### config.mk
export PLATFORM = sky130hd
export DESIGN_NAME = phy_ext_control_crossover
export DESIGN_NICKNAME = d
export VERILOG_FILES = /design/src/ext_ctl_pkg.sv /design/src/crossover_scan.sv /design/src/mdio_slave.sv /design/src/phy_ext_control_crossover.sv
export VERILOG_INCLUDE_DIRS = /design/src
export SDC_FILE = /design/constraint.sdc
export NUM_CORES = 1
export LEC_CHECK = 0
export ABC_AREA = 1
export BUFFER_PORTS_ARGS = -buffer_cell sky130_fd_sc_hd__buf_2
export CAP_MARGIN = 20
export CORE_MARGIN = 4
export CORE_UTILIZATION = 50
export CTS_CLUSTER_SIZE = 8
export DETAILED_ROUTE_END_ITERATION = 12
export GPL_TIMING_DRIVEN = 0
export PLACE_DENSITY = 0.69
export SYNTH_ARGS = -nofsm -noshare
export SYNTH_HDL_FRONTEND = slang
export SYNTH_SLANG_ARGS = --single-unit
### constraint.sdc
create_clock -name clk -period 1.9 [get_ports clk]
set_input_delay 0.19 -clock clk [delete_from_list [all_inputs] [get_ports clk]]
set_output_delay 0.19 -clock clk [all_outputs]
set_load 0.05 [all_outputs]
### src/ext_ctl_cfg.svh
// Constants for the extended control register two block
`ifndef EXT_CTL_CFG_SVH
`define EXT_CTL_CFG_SVH
`define REG_ADDR_EXT_CTL2 5'h13
`define BIT_NODE_CFG 15
`define BIT_SW_CFG 14
`define BIT_REMOTE_FAULT 13
`define BIT_RSVD_RO 10
`define BIT_AUTO_XOVER 9
`define BIT_FORCE_SEL 8
`define BIT_TRISTATE 7
`define BIT_AUTO_PD 0
`define EXT_CTL2_RESET 16'h4201
`define EXT_CTL2_RW_MASK 16'h1BFF
`define SCAN_TIME_NS 32'd1000000
`define CLK_PERIOD_NS 32'd8
`define SCAN_CYCLES (`SCAN_TIME_NS / `CLK_PERIOD_NS)
`endif

### src/ext_ctl_pkg.sv
// Types for the extended control register two block
package ext_ctl_pkg;
  typedef enum logic
  {
    PAIR_STRAIGHT,
    PAIR_CROSS
  } pair_assign_t;

  typedef struct packed
  {
    logic auto_crossover_enable;
    logic crossover_force_select;
    logic pair_output_tristate;
    logic auto_power_down;
  } ctl_bits_t;

  typedef struct packed
  {
    logic tx_on_b;
    logic tristate;
    logic tx100_power_off;
  } line_ctl_t;
endpackage

### src/crossover_scan.sv
// Automatic straight/cross hunting while no link is present
`timescale 1ns/1ns
`include "ext_ctl_cfg.svh"
module crossover_scan
#(
  parameter int SCAN_CYCLES = `SCAN_CYCLES
)
(
  // Clock and reset
  input wire logic clk,
  input wire logic rstn,
  // Control
  input wire logic run,
  input wire logic link_seen,
  // Selection
  output ext_ctl_pkg::pair_assign_t pick
);
  ext_ctl_pkg::pair_assign_t pick_q, pick_d;
  logic [31:0] cnt_q, cnt_d;

  always_comb
  begin
    pick_d = pick_q;
    cnt_d = 32'h0000_0000;
    // Alternate until link activity shows up
    if (run && !link_seen)
    begin
      cnt_d = cnt_q + 32'h0000_0001;
      if (cnt_q >= 32'(SCAN_CYCLES - 1))
      begin
        cnt_d = 32'h0000_0000;
        pick_d = (pick_q == ext_ctl_pkg::PAIR_STRAIGHT) ?
          ext_ctl_pkg::PAIR_CROSS : ext_ctl_pkg::PAIR_STRAIGHT;
      end
    end
  end

  always_ff @(posedge clk or negedge rstn)
  begin
    if (!rstn)
    begin
      pick_q <= ext_ctl_pkg::PAIR_STRAIGHT;
      cnt_q <= 32'h0000_0000;
    end
    else
    begin
      pick_q <= pick_d;
      cnt_q <= cnt_d;
    end
  end

  assign pick = pick_q;
endmodule

### src/mdio_slave.sv
// Management frame engine for a single register address
`timescale 1ns/1ns
`include "ext_ctl_cfg.svh"
module mdio_slave
(
  // Clock and reset
  input wire logic clk,
  input wire logic rstn,
  // Management pins
  input wire logic mdc,
  input wire logic mdio_in,
  output logic mdio_out,
  output logic mdio_oe,
  input wire logic [4:0] phy_addr,
  // Register port
  input wire logic [15:0] rd_data,
  output logic wr_en,
  output logic [15:0] wr_data
);
  typedef enum logic [2:0]
  {
    S_PRE,
    S_HDR,
    S_TA,
    S_READ,
    S_WRITE
  } mstate_t;

  mstate_t st_q, st_d;
  logic mdc_q, mdc_d;
  logic [5:0] cnt_q, cnt_d;
  logic [13:0] hdr_q, hdr_d;
  logic [15:0] sh_q, sh_d;
  logic hit_q, hit_d;
  logic out_q, out_d, oe_q, oe_d, we_q, we_d;

  // Rising edge of mdc samples, falling edge drives
  logic rise, fall;
  assign rise = mdc & ~mdc_q;
  assign fall = ~mdc & mdc_q;

  always_comb
  begin
    st_d = st_q;
    mdc_d = mdc;
    cnt_d = cnt_q;
    hdr_d = hdr_q;
    sh_d = sh_q;
    hit_d = hit_q;
    out_d = out_q;
    oe_d = oe_q;
    we_d = 1'b0;
    case (st_q)
      S_PRE:
      begin
        if (rise)
        begin
          cnt_d = mdio_in ? 6'(cnt_q + 6'h01) : 6'h00;
          if (!mdio_in && cnt_q >= 6'h20)
          begin
            st_d = S_HDR;
            cnt_d = 6'h00;
          end
        end
      end
      S_HDR:
      begin
        if (rise)
        begin
          hdr_d = {hdr_q[12:0], mdio_in};
          cnt_d = 6'(cnt_q + 6'h01);
          if (cnt_q == 6'h0C)
          begin
            // Header is ST1, OP, PHYAD, REGAD
            // Opcode bits masked out, checked later per state
            hit_d = ({hdr_q[11:0], mdio_in} & 13'h13FF) ==
              {1'b1, 2'b00, phy_addr, `REG_ADDR_EXT_CTL2};
            st_d = S_TA;
            cnt_d = 6'h00;
            sh_d = rd_data;
          end
        end
      end
      S_TA:
      begin
        if (rise)
        begin
          cnt_d = 6'(cnt_q + 6'h01);
          if (cnt_q == 6'h01)
          begin
            cnt_d = 6'h00;
            st_d = (hdr_q[11:10] == 2'b10) ? S_READ : S_WRITE;
          end
        end
        if (fall && cnt_q == 6'h01 && hit_q && hdr_q[11:10] == 2'b10)
        begin
          oe_d = 1'b1;
          out_d = 1'b0;
        end
      end
      S_READ:
      begin
        if (fall)
        begin
          out_d = sh_q[15];
          sh_d = {sh_q[14:0], 1'b0};
        end
        if (rise)
        begin
          cnt_d = 6'(cnt_q + 6'h01);
          if (cnt_q == 6'h0F)
          begin
            st_d = S_PRE;
            cnt_d = 6'h00;
          end
        end
        if (fall && cnt_q == 6'h10)
          oe_d = 1'b0;
      end
      S_WRITE:
      begin
        if (rise)
        begin
          sh_d = {sh_q[14:0], mdio_in};
          cnt_d = 6'(cnt_q + 6'h01);
          if (cnt_q == 6'h0F)
          begin
            we_d = hit_q && hdr_q[11:10] == 2'b01;
            st_d = S_PRE;
            cnt_d = 6'h00;
          end
        end
      end
      default: st_d = S_PRE;
    endcase
    if (st_q == S_PRE && fall)
      oe_d = 1'b0;
  end

  always_ff @(posedge clk or negedge rstn)
  begin
    if (!rstn)
    begin
      st_q <= S_PRE;
      mdc_q <= 1'b0;
      cnt_q <= 6'h00;
      hdr_q <= 14'h0000;
      sh_q <= 16'h0000;
      hit_q <= 1'b0;
      out_q <= 1'b0;
      oe_q <= 1'b0;
      we_q <= 1'b0;
    end
    else
    begin
      st_q <= st_d;
      mdc_q <= mdc_d;
      cnt_q <= cnt_d;
      hdr_q <= hdr_d;
      sh_q <= sh_d;
      hit_q <= hit_d;
      out_q <= out_d;
      oe_q <= oe_d;
      we_q <= we_d;
    end
  end

  assign mdio_out = out_q;
  assign mdio_oe = oe_q;
  assign wr_en = we_q;
  assign wr_data = sh_q;
endmodule

### src/phy_ext_control_crossover.sv
// Extended control register two with crossover and power controls
// Notes on behaviour
// - Bit 15 reads 0: node
// - Node: carrier on any activity, SQE on
// - Bit 14 reads 1: software configuration
// - Bit 13 mirrors partner remote fault
// - Bits 9,8 writable, reset 1 and 0
// - Enable bit low: force bit picks pairs
// - Enable bit high, pin low: straight
// - Pin and bit high: auto select
// - Straight tx A rx B; cross reversed
// - Bit 7 tristates transmit outputs
// - Bit 0 powers off 100TX in 10M
// - Isolate also powers off 100TX
// - Reserved bits writable except bit 10
// - Auto crossover may stall on inverted polarity
`timescale 1ns/1ns
`include "ext_ctl_cfg.svh"
module phy_ext_control_crossover
#(
  parameter int SCAN_CYCLES = `SCAN_CYCLES
)
(
  // Clock and reset
  input wire logic clk,
  input wire logic rstn,
  // Management interface
  input wire logic mdc,
  input wire logic mdio_in,
  output logic mdio_out,
  output logic mdio_oe,
  input wire logic [4:0] phy_addr,
  // Core status
  input wire logic auto_crossover_enable_pin,
  input wire logic partner_remote_fault,
  input wire logic link_activity,
  input wire logic mode_10m,
  input wire logic isolate,
  input wire logic tx_activity,
  input wire logic rx_activity,
  // Line control
  output logic carrier_sense,
  output logic sqe_test_enable,
  output ext_ctl_pkg::line_ctl_t line_ctl,
  output ext_ctl_pkg::ctl_bits_t ctl_bits
);
  logic [15:0] reg_q, reg_d;
  logic rf_q, rf_d;
  logic crs_q, crs_d;
  ext_ctl_pkg::line_ctl_t line_q, line_d;
  logic wr_en;
  logic [15:0] wr_data, rd_data;
  ext_ctl_pkg::pair_assign_t scan_pick, sel;
  logic auto_run;

  // ----------------------------------------
  // Management access
  // ----------------------------------------
  mdio_slave u_mdio
  (
    .clk(clk),
    .rstn(rstn),
    .mdc(mdc),
    .mdio_in(mdio_in),
    .mdio_out(mdio_out),
    .mdio_oe(mdio_oe),
    .phy_addr(phy_addr),
    .rd_data(rd_data),
    .wr_en(wr_en),
    .wr_data(wr_data)
  );

  // ----------------------------------------
  // Register state
  // ----------------------------------------
  always_comb
  begin
    reg_d = reg_q;
    if (wr_en)
      reg_d = (wr_data & `EXT_CTL2_RW_MASK) | (reg_q & ~`EXT_CTL2_RW_MASK);
    reg_d[`BIT_NODE_CFG] = 1'b0;
    reg_d[`BIT_SW_CFG] = 1'b1;
    reg_d[`BIT_RSVD_RO] = 1'b0;
    rf_d = partner_remote_fault;
    crs_d = tx_activity | rx_activity;
  end

  always_comb
  begin
    rd_data = reg_q;
    rd_data[`BIT_REMOTE_FAULT] = rf_q;
  end

  // ----------------------------------------
  // Crossover selection
  // ----------------------------------------
  // Scan ignores polarity; clearing bit 9 lets software stop it
  assign auto_run = reg_q[`BIT_AUTO_XOVER] & auto_crossover_enable_pin;

  crossover_scan #(.SCAN_CYCLES(SCAN_CYCLES)) u_scan
  (
    .clk(clk),
    .rstn(rstn),
    .run(auto_run),
    .link_seen(link_activity),
    .pick(scan_pick)
  );

  always_comb
  begin
    if (!reg_q[`BIT_AUTO_XOVER])
      sel = reg_q[`BIT_FORCE_SEL] ? ext_ctl_pkg::PAIR_CROSS
        : ext_ctl_pkg::PAIR_STRAIGHT;
    else if (!auto_crossover_enable_pin)
      sel = ext_ctl_pkg::PAIR_STRAIGHT;
    else
      sel = scan_pick;
    line_d.tx_on_b = (sel == ext_ctl_pkg::PAIR_CROSS);
    line_d.tristate = reg_q[`BIT_TRISTATE];
    line_d.tx100_power_off = (reg_q[`BIT_AUTO_PD] & mode_10m) | isolate;
  end

  always_ff @(posedge clk or negedge rstn)
  begin
    if (!rstn)
    begin
      reg_q <= `EXT_CTL2_RESET;
      rf_q <= 1'b0;
      crs_q <= 1'b0;
      line_q <= '0;
    end
    else
    begin
      reg_q <= reg_d;
      rf_q <= rf_d;
      crs_q <= crs_d;
      line_q <= line_d;
    end
  end

  // ----------------------------------------
  // Outputs
  // ----------------------------------------
  assign carrier_sense = crs_q;
  assign sqe_test_enable = 1'b1;
  assign line_ctl = line_q;
  assign ctl_bits = '{reg_q[`BIT_AUTO_XOVER], reg_q[`BIT_FORCE_SEL],
    reg_q[`BIT_TRISTATE], reg_q[`BIT_AUTO_PD]};
endmodule

==> results.yml <==
clocking:
  post_cts_buffers: 0
  clk_pin_slew_ns: 0.09
  cts_sinks: 92
  h-tree-depth: 3
  max-clock-path-buffers: 2
  cts_tree: "built"
  clock_latency_ns: 0.37
  root_buffer: "clkbuf_8"
  numCtsBuffers: 9
worst_hold_path:
  min_from: "isolate"
  hold_end: "line_ctl[0]$_DFF_PN0_"
  hold_path_class: "in -> reg"
  hold_depth: 2
global_route:
  grt-ovfl-total: 0
  gr-usage-all-layers: 0.172
  grt_max_degree: 58
  antenna_found_initial: 0
  grt_pass1_vias: 3126
  grt_pass1_wl_um: 13900
logic_synthesis:
  synth_top_family_by_area: "simple AND/OR/NAND/NOR gates"
  synth_seq_area_share: 0.544
  synthArstFlopShare: 1.00
  synthMuxAreaShare: 0
  avgSynthCellArea_um2: 8.41
  synth.top_cells.by_area: "dfrtp_1, nand2_1, o21ai_0"
  synth_top_area_frac: 0.531
  synthCells: 504
  synth-seq-cells: 92
  synth-compound-area-share: 0.0794
  synth-xor-area-share: 0.0372
  yosys.area_share.adder: 0.0118
  synth_common_cells: "nand2_1, dfrtp_1, nor2_1, inv_1, o21ai_0"
  synth_warnings: 0
  synth_simple_gate_area_frac: 0.259
  ys_dominant_reg_cell: "dfrtp_1"
  yosysTopAreaCell: "dfrtp_1"
  synth_most_common_cell: "nand2_1"
  netlist_area_um2: 4240
  synth_edf_count: 0
  ys_types: 32
timing:
  hold_viol: 0
  fmax_mhz: 566
  period_share: 0.931
  slew_viol_final: 0
  hold_slack_ns: 0.00799
  min_period_ns: 1.77
  final.setup_skew_ns: 0.0215
  rsz0062_at_grt: "no"
  setup_viol: 0
  worst_slack_ns: 0.132
floorplanning:
  die-height_um: 100
  dieArea_um2: 10000
  die_x_um: 100
  io_pins: 27
  row_count: 33
  start_util: 0.516
  coreArea_um2: 8220
place:
  dpl.cell_count: 649
  gp_congestion: 0.866
  place_ws_ns: 0.0813
  place_area_um2: 4580
  io_buffers: 25
  place_hpwl_um: 5530
route:
  routedWlPerCell_um: 11.8
  drt_iter0_markers: 132
  ant_nets: 0
  dr.pass1.iters: 4
  wl_um: 7890
  route.detailed.drc: 0
  vias: 3293
  via_per_inst: 4.91
cells_and_area:
  nets: 580
  final_cells: 670
  num-fill-cells: 752
  diodes: 0
  postLayoutCellArea_um2: 4820
  drive_above_1_share: 0.143
  area_delta_synth_final_pct: 13.8
worst_setup_path:
  critPathArrivalTime_ns: 2.01
  r2r_start: "u_mdio.cnt_q[0]$_DFFE_PN0P_"
  worstPathMaxFanout: 10
  r2r_end: "u_mdio.wr_data[8]$_DFFE_PN0P_"
  path_class: "reg -> reg"
  start_kind: "register"
  worstRegToRegCells: 11
  crit_required_ns: 2.15
  end_kind: "register"
  r2r_setup_slack_ns: 0.13
run:
  cap_violations: 0
power_and_ir_drop:
  leakage_nw: 2.34
  p_total_mw: 3.67
  pwr_density_cell_nw_per_um2: 760
  ir_drop_v: 0.000415
status:
  status: "complete, no violations"
## flip-flops by register name, summed over array words and instances (netlist names)
register and cells:
u_mdio.hdr_q 12, u_scan.cnt_q 32, u_mdio.hit_q 1, u_mdio.mdio_oe 1, u_mdio.st_q 3, u_mdio.wr_en 1
u_mdio.wr_data 16, u_scan.pick 1, u_mdio.mdc_q 1, line_ctl 3, u_mdio.cnt_q 6, rf_q 1
u_mdio.mdio_out 1, carrier_sense 1, reg_q 12
## what timing repair did
item / in CTS / in global routing
hold endpoints to repair: 37 / 0
resized for setup: 0 / 4
setup endpoints to repair: 0 / 12
hold buffers: 5 / 0
## power by group
part	internal [mW]	leakage (nW)	switching, mW
clock network	0.507	0.0973	0.751
logic	0.105	1.06	0.172
registers	2.07	1.19	0.0644
## layer usage
metal | wire, um | global-route usage | vias to the layer above
met2 | 3670 | 0.281 | 57
met1 | 3790 | 0.236 | 1543
met3 | 307 | 0.0250 | 11
met5 | 0 | 0 | -
met4 | 124 | 0.0622 | 0
li1 | - | - | 1682
## worst max path at each step
stage,from,end,slack [ns],cells after the start
global placement,rstn,u_mdio.cnt_q[0]$_DFFE_PN0P_,-0.19,1
CTS,u_mdio.cnt_q[0]$_DFFE_PN0P_,u_mdio.wr_data[8]$_DFFE_PN0P_,0.08,11
finish,u_mdio.cnt_q[0]$_DFFE_PN0P_,u_mdio.wr_data[8]$_DFFE_PN0P_,0.13,11
floorplan,u_mdio.cnt_q[0]$_DFFE_PN0P_,u_mdio.wr_data[8]$_DFFE_PN0P_,0.33,11
detailed placement,u_mdio.cnt_q[0]$_DFFE_PN0P_,u_mdio.wr_data[5]$_DFFE_PN0P_,0.08,11
global route,u_scan.cnt_q[0]$_DFF_PN0_,u_scan.cnt_q[14]$_DFF_PN0_,0.001,9
## worst max-delay path: stages (launching register included)
cell and delay [ns]:
dfrtp_1 0.43, inv_1 0.09, ha_1 0.17, nand2_1 0.05
nor2_1 0.11, nand2_2 0.11, o21ai_2 0.15, nand2_1 0.11
buf_4 0.18, buf_6 0.14, nand2_1 0.05, nand2_1 0.05
## final cells by class
class	instances	area, um^2	area share
well taps	105	131	0.0272
multi-input cells	363	1720	0.356
flip-flops and latches	92	2300	0.478
repair buffers	31	205	0.0425
clock inverters	7	60.1	0.0124
plain buffers	16	108	0.0223
clock buffers	9	124	0.0257
inverters	47	176	0.0366
## kinds of logic after synthesis
logic type,after synthesis
compound gates,64
xor+xnor,18
fa+ha+maj,4
buf+inv,63
flops,92
other cells,2
simple gates,261
## layout by cell type, fill, tap and decap left out, types with 9 or more instances in the layout
cell type / instances
nand2_1: 153
dfrtp_1: 90
nor2_1: 56
inv_1: 43
o21ai_0: 43
buf_2: 29
nand3_1: 18
conb_1: 16
xor2_1: 15
nand4_1: 10
clkbuf_8: 9
## per-stage QoR
step,setup TNS [ns],util
after floorplan,0,-
after CTS,0,0.586
final,0,0.587
after global placement,-17.08,0.553
after global routing,0,0.587
after detailed placement,0,0.557
(Power assumes the default switching activity.)
